File: src/rtc_pkg.sv
// Constants and types for the RTC timebase and two-wire register block
package rtc_pkg;
  // Timebase
  localparam int unsigned CLK_HZ = 250_000_000;
  localparam int unsigned HT_HZ = 65_536; // Half periods of 32.768 kHz
  localparam logic [27:0] ACC_STEP = 28'(HT_HZ);
  localparam logic [27:0] ACC_WRAP = 28'(CLK_HZ);
  localparam int TAP_32K = 0;
  localparam int TAP_4096 = 3;
  localparam int TAP_1024 = 5;
  localparam int TAP_64 = 9;
  localparam int TAP_32 = 10;
  localparam int TAP_1 = 15;
  localparam logic [5:0] PRE_HALF = 6'h1F;
  // Pulsed interrupt lengths, in half periods of 32.768 kHz
  localparam logic [10:0] P_8192 = 11'(HT_HZ / 8192);
  localparam logic [10:0] P_4096 = 11'(HT_HZ / 4096);
  localparam logic [10:0] P_128 = 11'(HT_HZ / 128);
  localparam logic [10:0] P_64 = 11'(HT_HZ / 64);
  // Register offsets
  localparam logic [3:0] REG_CTRL1 = 4'h0;
  localparam logic [3:0] REG_CTRL2 = 4'h1;
  localparam logic [3:0] REG_SEC = 4'h2;
  localparam logic [3:0] REG_MIN = 4'h3;
  localparam logic [3:0] REG_HOUR = 4'h4;
  localparam logic [3:0] REG_DAY = 4'h5;
  localparam logic [3:0] REG_WDAY = 4'h6;
  localparam logic [3:0] REG_MON = 4'h7;
  localparam logic [3:0] REG_YEAR = 4'h8;
  localparam logic [3:0] REG_CLOCK_OUTPUT_PIN = 4'hD;
  localparam logic [3:0] REG_TCTL = 4'hE;
  localparam logic [3:0] REG_TVAL = 4'hF;
  // Field positions
  localparam int B_TEST = 7;
  localparam int B_STOP = 5;
  localparam int B_PERMIT = 3;
  localparam int B_PULSE = 4;
  localparam int B_FLAG = 2;
  localparam int B_TIE = 0;
  localparam int B_ENABLE = 7;
  localparam int B_CENTURY = 7;
  // Field masks and BCD ranges
  localparam logic [7:0] M_SEC = 8'h7F;
  localparam logic [7:0] M_HOUR = 8'h3F;
  localparam logic [7:0] M_WDAY = 8'h07;
  localparam logic [7:0] M_MON = 8'h1F;
  localparam logic [7:0] M_YEAR = 8'hFF;
  localparam logic [7:0] BCD_0 = 8'h00;
  localparam logic [7:0] BCD_1 = 8'h01;
  localparam logic [7:0] BCD_59 = 8'h59;
  localparam logic [7:0] BCD_23 = 8'h23;
  localparam logic [7:0] WDAY_SAT = 8'h06;
  localparam logic [7:0] BCD_12 = 8'h12;
  localparam logic [7:0] BCD_99 = 8'h99;
  localparam logic [7:0] BCD_FEB = 8'h02;
  // Reset values
  localparam logic [7:0] CTRL1_RST = 8'h08;
  localparam logic [7:0] CLOCK_OUTPUT_PIN_RST = 8'h80;
  localparam logic [7:0] TCTL_RST = 8'h03;
  localparam logic [7:0] DATE_RST = 8'h01;

  typedef struct packed {
    logic scl;
    logic sda;
    logic ck;
  } rtc_lines_t;

  typedef enum logic [2:0] {
    ST_IDLE, ST_ADDR, ST_ACKA, ST_WORD, ST_ACKW, ST_WR, ST_RD, ST_RACK
  } rtc_i2c_st_t;
endpackage

File: src/rtc_timebase.sv
// RTC timebase, calendar, countdown timer and two-wire register slave
`timescale 1ns/1ps
// Behaviour
// February gets day 29 when the BCD year is divisible by four, 00 too.
// Pulsed interrupt length follows timer source and whether count is one.
// Countdown stays stopped with no events while its loaded value is zero.
// Timer flag and interrupt output assert in the same cycle.
// Clock-out select 00/01/10/11 gives 32.768 kHz, 1024, 32, 1 Hz.
// Timer source select 00/01/10/11 gives 4096, 64, 1, 1/60 Hz.
// Weekday lives in bits 2:0, Sunday 0 to Saturday 6.
// Month is BCD in bits 4:0; bit 7 is the century flag.
// Test bit makes the clock-out pin an input replacing 64 Hz.
// In test mode every 64 rising pin edges advance seconds by one.
// Stop bit clears the prescaler and holds it at zero.
// After stop release, first second after 32 edges, then every 64.
// Software uses the stop bit to get a known prescaler state.
// Recognised reset override releases internal reset at once.
// Writing permit bit 0 cancels override and blocks re-entry until 1.
// SDA falling with SCL high is start; rising is stop.
// SDA changes while SCL high are taken as start or stop only.
// Addressed receiver pulls SDA low over the ninth clock of each byte.
// Master nack ends a read; device releases SDA for the stop.
// Clock-out enable low drives the pin low; high outputs the frequency.
// Override pin sequence comes from outside as a recognised pulse.
// Clearing test mode restores pin output and internal 64 Hz.
module rtc_timebase #(
  parameter logic [6:0] SLAVE_ADDR = 7'h2A // Arbitrary value
) (
  input wire logic clk_i,
  input wire logic rst_i,
  input wire logic scl_i,
  input wire logic sda_i,
  output logic sda_o,
  output logic sda_oe_o,
  input wire logic clock_output_pin_i,
  output logic clock_output_pin_o,
  output logic clock_output_pin_oe_o,
  output logic int_n_o,
  input wire logic por_busy_i,
  input wire logic por_override_i,
  output logic por_held_o
);
  rtc_pkg::rtc_lines_t s1, s2, s3, stab, next_stab;
  logic [27:0] acc, next_acc;
  logic [15:0] c16, next_c16;
  logic [5:0] pre, next_pre;
  logic [7:0] regs [16];
  logic [7:0] next_regs [16];
  logic [7:0] cnt, next_cnt;
  logic [10:0] pcnt, next_pcnt;
  logic ovr, next_ovr;
  rtc_pkg::rtc_i2c_st_t st, next_st;
  logic [2:0] bcnt, next_bcnt;
  logic [7:0] sh, next_sh;
  logic [3:0] ptr, next_ptr;
  logic mack, next_mack;
  logic next_oe, next_ck, next_int_n;
  logic ht, tick64, sec_tick, min_tick, evt, in_reset;
  logic scl_rise, scl_fall, start_c, stop_c;
  logic wr_en;
  logic [7:0] din, rbyte;

  function automatic logic rises(input logic [15:0] c, input int k);
    logic [15:0] c1;
    c1 = c + 16'h0001;
    return c1[k] & ~c[k];
  endfunction

  function automatic logic [8:0] bcd_inc(input logic [7:0] v, lo, hi);
    if (v >= hi) return {1'b1, lo};
    if (v[3:0] == 4'h9) return {1'b0, v[7:4] + 4'h1, 4'h0};
    return {1'b0, v + 8'h01};
  endfunction

  // Carry out in bit 8; bits outside the mask are kept
  function automatic logic [8:0] step(input logic [7:0] v, m, lo, hi);
    logic [8:0] r;
    r = bcd_inc(v & m, lo, hi);
    return {r[8], (v & ~m) | (r[7:0] & m)};
  endfunction

  // Pins: a change counts once stages two and three agree
  always_comb begin
    next_stab = (s3 & ~(s2 ^ s3)) | (stab & (s2 ^ s3));
    scl_rise = next_stab.scl & ~stab.scl;
    scl_fall = ~next_stab.scl & stab.scl;
    start_c = stab.scl & next_stab.scl & stab.sda & ~next_stab.sda;
    stop_c = stab.scl & next_stab.scl & ~stab.sda & next_stab.sda;
  end

  // Timebase and prescaler
  always_comb begin
    next_acc = acc + rtc_pkg::ACC_STEP;
    ht = next_acc >= rtc_pkg::ACC_WRAP;
    if (ht) next_acc = next_acc - rtc_pkg::ACC_WRAP;
    next_c16 = ht ? c16 + 16'h0001 : c16;
    if (regs[rtc_pkg::REG_CTRL1][rtc_pkg::B_TEST]) begin
      tick64 = next_stab.ck & ~stab.ck;
    end else begin
      tick64 = ht & rises(c16, rtc_pkg::TAP_64);
    end
    // Stop zeroes the 64 Hz prescaler so tests start from a known phase
    if (regs[rtc_pkg::REG_CTRL1][rtc_pkg::B_STOP]) begin
      next_pre = 6'h00;
    end else begin
      next_pre = tick64 ? pre + 6'h01 : pre;
    end
    sec_tick = tick64 & ~in_reset & (pre == rtc_pkg::PRE_HALF) &
      ~regs[rtc_pkg::REG_CTRL1][rtc_pkg::B_STOP];
    unique case (regs[rtc_pkg::REG_CLOCK_OUTPUT_PIN][1:0])
      2'h0: next_ck = c16[rtc_pkg::TAP_32K];
      2'h1: next_ck = c16[rtc_pkg::TAP_1024];
      2'h2: next_ck = c16[rtc_pkg::TAP_32];
      2'h3: next_ck = c16[rtc_pkg::TAP_1];
    endcase
    next_ck = next_ck & regs[rtc_pkg::REG_CLOCK_OUTPUT_PIN][rtc_pkg::B_ENABLE];
  end

  // Reset override
  always_comb begin
    in_reset = por_busy_i & ~ovr;
    next_ovr = ovr;
    if (por_override_i && regs[rtc_pkg::REG_CTRL1][rtc_pkg::B_PERMIT]) begin
      next_ovr = 1'b1;
    end
    if (wr_en && ptr == rtc_pkg::REG_CTRL1 && !din[rtc_pkg::B_PERMIT]) begin
      next_ovr = 1'b0;
    end
  end

  // Countdown timer and interrupt
  always_comb begin
    logic stick;
    logic one;
    logic [10:0] plen;
    logic act;
    stick = 1'b0;
    plen = rtc_pkg::P_64;
    act = 1'b0;
    one = regs[rtc_pkg::REG_TVAL] == 8'h01;
    unique case (regs[rtc_pkg::REG_TCTL][1:0])
      2'h0: stick = ht & rises(c16, rtc_pkg::TAP_4096);
      2'h1: stick = ht & rises(c16, rtc_pkg::TAP_64);
      2'h2: stick = sec_tick;
      2'h3: stick = min_tick;
    endcase
    unique case (regs[rtc_pkg::REG_TCTL][1:0])
      2'h0: plen = one ? rtc_pkg::P_8192 : rtc_pkg::P_4096;
      2'h1: plen = one ? rtc_pkg::P_128 : rtc_pkg::P_64;
      2'h2, 2'h3: plen = rtc_pkg::P_64;
    endcase
    evt = 1'b0;
    next_cnt = cnt;
    if (wr_en && ptr == rtc_pkg::REG_TVAL) begin
      next_cnt = din;
    end else if (regs[rtc_pkg::REG_TCTL][rtc_pkg::B_ENABLE] && stick &&
                 regs[rtc_pkg::REG_TVAL] != 8'h00) begin
      if (cnt <= 8'h01) begin
        evt = 1'b1;
        next_cnt = regs[rtc_pkg::REG_TVAL];
      end else begin
        next_cnt = cnt - 8'h01;
      end
    end
    next_pcnt = pcnt;
    if (evt && regs[rtc_pkg::REG_CTRL2][rtc_pkg::B_PULSE]) begin
      next_pcnt = plen;
    end else if (ht && pcnt != 11'h000) begin
      next_pcnt = pcnt - 11'h001;
    end
    if (regs[rtc_pkg::REG_CTRL2][rtc_pkg::B_PULSE]) begin
      act = next_pcnt != 11'h000;
    end else begin
      act = next_regs[rtc_pkg::REG_CTRL2][rtc_pkg::B_FLAG];
    end
    next_int_n = ~(act & regs[rtc_pkg::REG_CTRL2][rtc_pkg::B_TIE]);
  end

  // Calendar, register writes, flag
  always_comb begin
    logic [8:0] r;
    logic c;
    logic [7:0] mon;
    logic [7:0] dim;
    logic leap;
    dim = 8'h31;
    next_regs = regs;
    c = sec_tick;
    r = step(regs[rtc_pkg::REG_SEC], rtc_pkg::M_SEC, rtc_pkg::BCD_0,
      rtc_pkg::BCD_59);
    if (c) next_regs[rtc_pkg::REG_SEC] = r[7:0];
    c = c & r[8];
    min_tick = c;
    r = step(regs[rtc_pkg::REG_MIN], rtc_pkg::M_SEC, rtc_pkg::BCD_0,
      rtc_pkg::BCD_59);
    if (c) next_regs[rtc_pkg::REG_MIN] = r[7:0];
    c = c & r[8];
    r = step(regs[rtc_pkg::REG_HOUR], rtc_pkg::M_HOUR, rtc_pkg::BCD_0,
      rtc_pkg::BCD_23);
    if (c) next_regs[rtc_pkg::REG_HOUR] = r[7:0];
    c = c & r[8];
    r = step(regs[rtc_pkg::REG_WDAY], rtc_pkg::M_WDAY, rtc_pkg::BCD_0,
      rtc_pkg::WDAY_SAT);
    if (c) next_regs[rtc_pkg::REG_WDAY] = r[7:0];
    mon = regs[rtc_pkg::REG_MON] & rtc_pkg::M_MON;
    // Ten is two modulo four, so only the tens parity matters
    leap = (regs[rtc_pkg::REG_YEAR][1:0] +
      {regs[rtc_pkg::REG_YEAR][4], 1'b0}) == 2'h0;
    if (mon == rtc_pkg::BCD_FEB) begin
      dim = leap ? 8'h29 : 8'h28;
    end else if (mon == 8'h04 || mon == 8'h06 || mon == 8'h09 ||
                 mon == 8'h11) begin
      dim = 8'h30;
    end else begin
      dim = 8'h31;
    end
    r = step(regs[rtc_pkg::REG_DAY], rtc_pkg::M_HOUR, rtc_pkg::BCD_1, dim);
    if (c) next_regs[rtc_pkg::REG_DAY] = r[7:0];
    c = c & r[8];
    r = step(regs[rtc_pkg::REG_MON], rtc_pkg::M_MON, rtc_pkg::BCD_1,
      rtc_pkg::BCD_12);
    if (c) next_regs[rtc_pkg::REG_MON] = r[7:0];
    c = c & r[8];
    r = step(regs[rtc_pkg::REG_YEAR], rtc_pkg::M_YEAR, rtc_pkg::BCD_0,
      rtc_pkg::BCD_99);
    if (c) next_regs[rtc_pkg::REG_YEAR] = r[7:0];
    if (c && r[8]) begin
      next_regs[rtc_pkg::REG_MON][rtc_pkg::B_CENTURY] =
        ~regs[rtc_pkg::REG_MON][rtc_pkg::B_CENTURY];
    end
    if (wr_en) begin
      next_regs[ptr] = din;
      if (ptr == rtc_pkg::REG_CTRL2) begin
        next_regs[ptr][rtc_pkg::B_FLAG] = din[rtc_pkg::B_FLAG] &
          regs[ptr][rtc_pkg::B_FLAG];
      end
    end
    // Hardware set wins over a clearing write
    if (evt) next_regs[rtc_pkg::REG_CTRL2][rtc_pkg::B_FLAG] = 1'b1;
  end

  // Two-wire slave
  always_comb begin
    next_st = st;
    next_bcnt = bcnt;
    next_sh = sh;
    next_ptr = ptr;
    next_oe = sda_oe_o;
    next_mack = mack;
    wr_en = 1'b0;
    din = {sh[6:0], next_stab.sda};
    rbyte = (ptr == rtc_pkg::REG_TVAL) ? cnt : regs[ptr];
    if (in_reset || stop_c) begin
      next_st = rtc_pkg::ST_IDLE;
      next_oe = 1'b0;
    end else if (start_c) begin
      next_st = rtc_pkg::ST_ADDR;
      next_bcnt = 3'h0;
      next_oe = 1'b0;
    end else if (scl_rise) begin
      unique case (st)
        rtc_pkg::ST_ADDR, rtc_pkg::ST_WORD, rtc_pkg::ST_WR: begin
          next_sh = din;
          next_bcnt = bcnt + 3'h1;
          if (bcnt == 3'h7) begin
            if (st == rtc_pkg::ST_ADDR) begin
              next_st = (din[7:1] == SLAVE_ADDR) ? rtc_pkg::ST_ACKA :
                rtc_pkg::ST_IDLE;
            end else if (st == rtc_pkg::ST_WORD) begin
              next_ptr = din[3:0];
              next_st = rtc_pkg::ST_ACKW;
            end else begin
              wr_en = 1'b1;
              next_ptr = ptr + 4'h1;
              next_st = rtc_pkg::ST_ACKW;
            end
          end
        end
        rtc_pkg::ST_RACK: next_mack = ~next_stab.sda;
        rtc_pkg::ST_IDLE, rtc_pkg::ST_ACKA, rtc_pkg::ST_ACKW,
        rtc_pkg::ST_RD: ;
      endcase
    end else if (scl_fall) begin
      unique case (st)
        rtc_pkg::ST_ACKA, rtc_pkg::ST_ACKW: begin
          next_bcnt = 3'h0;
          if (!sda_oe_o) begin
            next_oe = 1'b1;
          end else if (st == rtc_pkg::ST_ACKA && sh[0]) begin
            next_sh = rbyte;
            next_ptr = ptr + 4'h1;
            next_oe = ~rbyte[7];
            next_st = rtc_pkg::ST_RD;
          end else begin
            next_oe = 1'b0;
            next_st = (st == rtc_pkg::ST_ACKA) ? rtc_pkg::ST_WORD :
              rtc_pkg::ST_WR;
          end
        end
        rtc_pkg::ST_RD: begin
          if (bcnt == 3'h7) begin
            next_oe = 1'b0;
            next_st = rtc_pkg::ST_RACK;
          end else begin
            next_sh = {sh[6:0], 1'b0};
            next_oe = ~sh[6];
            next_bcnt = bcnt + 3'h1;
          end
        end
        rtc_pkg::ST_RACK: begin
          next_bcnt = 3'h0;
          if (mack) begin
            next_sh = rbyte;
            next_ptr = ptr + 4'h1;
            next_oe = ~rbyte[7];
            next_st = rtc_pkg::ST_RD;
          end else begin
            next_st = rtc_pkg::ST_IDLE;
          end
        end
        rtc_pkg::ST_IDLE, rtc_pkg::ST_ADDR, rtc_pkg::ST_WORD,
        rtc_pkg::ST_WR: ;
      endcase
    end
  end

  always_ff @(posedge clk_i or posedge rst_i) begin
    if (rst_i) begin
      s1 <= '1;
      s2 <= '1;
      s3 <= '1;
      stab <= '1;
      acc <= 28'h000_0000;
      c16 <= 16'h0000;
      pre <= 6'h00;
      for (int i = 0; i < 16; i++) begin
        regs[i] <= 8'h00;
      end
      regs[rtc_pkg::REG_CTRL1] <= rtc_pkg::CTRL1_RST;
      regs[rtc_pkg::REG_CLOCK_OUTPUT_PIN] <= rtc_pkg::CLOCK_OUTPUT_PIN_RST;
      regs[rtc_pkg::REG_TCTL] <= rtc_pkg::TCTL_RST;
      regs[rtc_pkg::REG_DAY] <= rtc_pkg::DATE_RST;
      regs[rtc_pkg::REG_MON] <= rtc_pkg::DATE_RST;
      cnt <= 8'h00;
      pcnt <= 11'h000;
      ovr <= 1'b0;
      st <= rtc_pkg::ST_IDLE;
      bcnt <= 3'h0;
      sh <= 8'h00;
      ptr <= 4'h0;
      mack <= 1'b0;
      sda_o <= 1'b0;
      sda_oe_o <= 1'b0;
      clock_output_pin_o <= 1'b0;
      clock_output_pin_oe_o <= 1'b0;
      int_n_o <= 1'b1;
      por_held_o <= 1'b1;
    end else begin
      s1 <= {scl_i, sda_i, clock_output_pin_i};
      s2 <= s1;
      s3 <= s2;
      stab <= next_stab;
      acc <= next_acc;
      c16 <= next_c16;
      pre <= next_pre;
      regs <= next_regs;
      cnt <= next_cnt;
      pcnt <= next_pcnt;
      ovr <= next_ovr;
      st <= next_st;
      bcnt <= next_bcnt;
      sh <= next_sh;
      ptr <= next_ptr;
      mack <= next_mack;
      sda_o <= 1'b0;
      sda_oe_o <= next_oe;
      // Same edge as the enable, so a released pin never shows a high
      clock_output_pin_o <= next_ck &
        ~next_regs[rtc_pkg::REG_CTRL1][rtc_pkg::B_TEST];
      clock_output_pin_oe_o <= ~next_regs[rtc_pkg::REG_CTRL1][rtc_pkg::B_TEST];
      int_n_o <= next_int_n;
      por_held_o <= in_reset;
    end
  end
endmodule

File: config.mk
export PLATFORM = sky130hd
export DESIGN_NAME = rtc_timebase
export DESIGN_NICKNAME = d
export VERILOG_FILES = /design/src/rtc_pkg.sv /design/src/rtc_timebase.sv
export SDC_FILE = /design/constraint.sdc
export NUM_CORES = 1
export LEC_CHECK = 0
export ABC_CLOCK_PERIOD_IN_PS = 8700
export BUFFER_PORTS_ARGS = -buffer_cell sky130_fd_sc_hd__buf_2
export CAP_MARGIN = 30
export CORE_ASPECT_RATIO = 0.9
export CORE_MARGIN = 2
export CORE_UTILIZATION = 58
export CTS_CLUSTER_SIZE = 12
export DETAILED_ROUTE_END_ITERATION = 16
export PLACE_DENSITY = 0.77
export SLEW_MARGIN = 20
export SYNTH_ARGS = -nofsm -noshare
export SYNTH_HDL_FRONTEND = slang
export SYNTH_SLANG_ARGS = --single-unit
File: constraint.sdc
create_clock -name clk_i -period 8.7 [get_ports clk_i]
set_input_delay 2.61 -clock clk_i [delete_from_list [all_inputs] [get_ports clk_i]]
set_output_delay 2.61 -clock clk_i [all_outputs]
set_load 0.1 [all_outputs]
==> results.sh <==
export IMPL_status="finished, final reports clean"
export IMPL_fin_crit_ns=4.98
export IMPL_setup_violations=0
export IMPL_rsz0062_at_grt="false"
export IMPL_grt_pass1_wl_microns=53900
export IMPL_dr_max_layer_used="met4"
export IMPL_crit_path_max_incr_delay_ns=0.76
export IMPL_rows=53
export IMPL_cts_resized=0
export IMPL_ys_top_cells_by_area="dfrtp_1, mux4_2, nand2_1"
export IMPL_irDropWorstVdd_uv=155
export IMPL_synth_simple_area_share_pct=19.1
export IMPL_ios=13
export IMPL_die_area_sq_um=24600
export IMPL_tns_ns=0
export IMPL_setup_worst_path_start_class="input port"
export IMPL_min_delay_start="s1[0]$_DFF_PP1_"
export IMPL_diodes=0
export IMPL_postRouteAntennaNets=0
export IMPL_ys_flop_type="dfrtp_1"
export IMPL_hold_class="flip-flop to flip-flop"
export IMPL_synthTopCellsByCount="dfrtp_1, nand2_1, nor2_1"
export IMPL_required_ns=9.11
export IMPL_gp_congestion=0.897
export IMPL_cts_sinks=226
export IMPL_synth_top_area_share_pct=38.0
export IMPL_critPathCaptureType="flip-flop"
export IMPL_port_buffers=11
export IMPL_grt_ovfl_total=0
export IMPL_worst_slew_pin_slew_ns=0.947
export IMPL_coreArea_sq_um=23100
export IMPL_fp_dieH_microns=149
export IMPL_grt_max_degree=163
export IMPL_htreeDepth=1
export IMPL_grt_total_usage_pct=27.5
export IMPL_holdPathStages=0
export IMPL_cts_root_buf="clkbuf_16"
export IMPL_area_growth_pct=6.70
export IMPL_fin_ws_ns=3.72
export IMPL_synth_area_mux_share_pct=10.8
export IMPL_rrSetupSlack_ns=4.38
export IMPL_maxCapViolCount=0
export IMPL_crit_arrival_ns=5.39
export IMPL_synth_cells=1424
export IMPL_clock_latency_ns=0.52
export IMPL_reg2reg_depth=9
export IMPL_synth_compound_area_share_pct=15.5
export IMPL_slew_limit_headroom_pct=36.9
export IMPL_synth_area_sq_um=13600
export IMPL_finClkSkew_ns=0.0193
export IMPL_slew_viol_final=0
export IMPL_synth_top_family_by_area="simple AND/OR/NAND/NOR gates"
export IMPL_die_w_microns=165
export IMPL_drt_initial_drc_count=1014
export IMPL_yosys_register_bits=226
export IMPL_wl_met1_microns=14900
export IMPL_first_global_vias=10220
export IMPL_met2_length_microns=14800
export IMPL_wire_per_inst_microns=19.6
export IMPL_crit_path_top_delay_cell="or4_1"
export IMPL_fmax_mhz=201
export IMPL_ys_types=95
export IMPL_drt_vias_per_instance=6.44
export IMPL_dr_wl_met3_microns=2710
export IMPL_drive_above_1_share_pct=14.0
export IMPL_synth_edf_count=0
export IMPL_post_cts_setup_buffers=0
export IMPL_fin_crit_sh_pct=57.2
export IMPL_path_class="input port to flip-flop"
export IMPL_cts_tree="yes"
export IMPL_crit_chain="buf_2 > nand2b_2 > inv_2 > or4_1 > a21o_1 > a221o_1 > nor3_2 > mux2_2"
export IMPL_pre_cts_ws_ns=3.19
export IMPL_crit_fanout=13
export IMPL_finalPower_mw=2.39
export IMPL_hold_viol_final=0
export IMPL_yosysSeqAreaShare_pct=41.9
export IMPL_drt_wl_total_microns=33300
export IMPL_pwr_density_cell_nw_per_um2=165
export IMPL_r2r_end="regs[81]$_DFF_PP0_"
export IMPL_ys_warn_count=0
export IMPL_fin_nets=1427
export IMPL_via_count=10930
export IMPL_dpl_hpwl_microns=22400
export IMPL_r2r_start="acc[16]$_DFF_PP0_"
export IMPL_clk_pin_slew_ns=0.06
export IMPL_synth_largest_area_cell="dfrtp_1"
export IMPL_synth_xor_area_share_pct=4.07
export IMPL_dr_pass1_iters=6
export IMPL_cts_hold_buf=0
export IMPL_min_to="s2[0]$_DFF_PP1_"
export IMPL_initial_core_util_pct=58.6
export IMPL_cts_buffer_depth=3
export IMPL_avgSynthCellArea_sq_um=9.53
export IMPL_synth_fa_ha_area_share_pct=3.86
export IMPL_synth_nets=1472
export IMPL_antenna_found_initial=0
export IMPL_fin_util_pct=62.6
export IMPL_async_flop_share_pct=100
export IMPL_numCtsBuffers=25
export IMPL_leakagePower_nw=6.17
export IMPL_drc=0
export IMPL_holdWs_ns=0.349
export IMPL_synthMostInstantiatedCell="dfrtp_1"
-- cell type report --
cell class / count / area (sq um)
clock inverters: 5 / 78.8
fillers: 1850 / 8670
clock buffers: 39 / 728
multi-input cells: 1045 / 7240
inverters: 61 / 233
flip-flops and latches: 226 / 5680
repair buffers: 20 / 133
well taps: 302 / 378
-- worst max-delay path: cells and delay by family --
kind	cells	cell delay, ns
and+or+nand+nor	3	1.51
AOI/OAI and AO/OA	2	0.66
muxes	1	0.41
buffers and inverters	2	0.19
-- registers in the layout, summed over array words and instances (netlist names), 3 cells and up --
name,cells
pre,6
s2,3
cnt,8
stab,3
regs,128
acc,21
sh,7
s1,3
s3,3
c16,16
bcnt,3
ptr,4
pcnt,11
st,3
-- placed cells by master (no fill, tap or decap), types with 7 or more instances in the layout --
cell type and count:
buf_2 12, nor2b_1 18, xnor2_1 39, nor2_1 123, o31ai_1 12, o22ai_1 15, nor3_1 19, nor4_1 9
ha_1 41, clkbuf_1 9, a21oi_1 75, xor2_1 24, mux2i_1 12, mux2_2 43, clkbuf_16 25, nand2_1 158
dfstp_2 20, or3_1 12, or2_2 7, o211ai_1 8, nand4_1 22, or4_1 9, inv_1 58, mux4_2 38
o21ai_0 110, dfrtp_1 205, buf_4 7, nand2b_1 11, nand3b_1 7, nand3_1 48, and3_1 17, a31oi_1 32
-- stage by stage --
stage / instances / instance area (sq um)
after floorplan: 1424 / 13600
after global placement: 1653 / 13700
after detailed placement: 1654 / 13700
after CTS: 1698 / 14500
after global routing: 1698 / 14500
final: 1698 / 14500
-- power breakdown --
| group | total (mW) | leakage (nW) | switching, mW | internal [mW] |
|---|---|---|---|---|
| clock network | 1.05 | 0.395 | 0.421 | 0.631 |
| logic | 0.167 | 2.82 | 0.121 | 0.0460 |
| registers | 1.17 | 2.95 | 0.0895 | 1.08 |
-- how the worst max path moves through the flow --
stage	startpoint	to	slack [ns]	cells after the start
detailed placement	por_busy_i	pcnt[9]$_DFF_PP0_	3.19	8
global route	por_busy_i	pcnt[9]$_DFF_PP0_	3.58	8
finish	por_busy_i	pcnt[9]$_DFF_PP0_	3.72	8
global placement	por_busy_i	pcnt[9]$_DFF_PP0_	3.25	8
CTS	por_busy_i	pcnt[9]$_DFF_PP0_	3.74	8
floorplan	rst_i	acc[10]$_DFFE_PP0N_	3.15	1
-- per-layer routing --
metal  vias to the layer above  track usage, %
met5                         -               0
met4                         0            7.78
li1                       5038               -
met1                      5392            40.9
met3                        75            5.87
met2                       425            41.0
-- logic make-up (layout without fill, tap and decap cells) --
group / Yosys count / after routing
AND/OR/NAND/NOR: 512 / 512
AO/OA/AOI/OAI: 334 / 334
flip-flops: 226 / 226
buffers and inverters: 153 / 125
multiplexers: 93 / 93
XOR/XNOR: 63 / 63
adder cells (fa/ha/maj): 42 / 42
other: 1 / 1
Note: power is estimated with default switching activity, not from simulation.
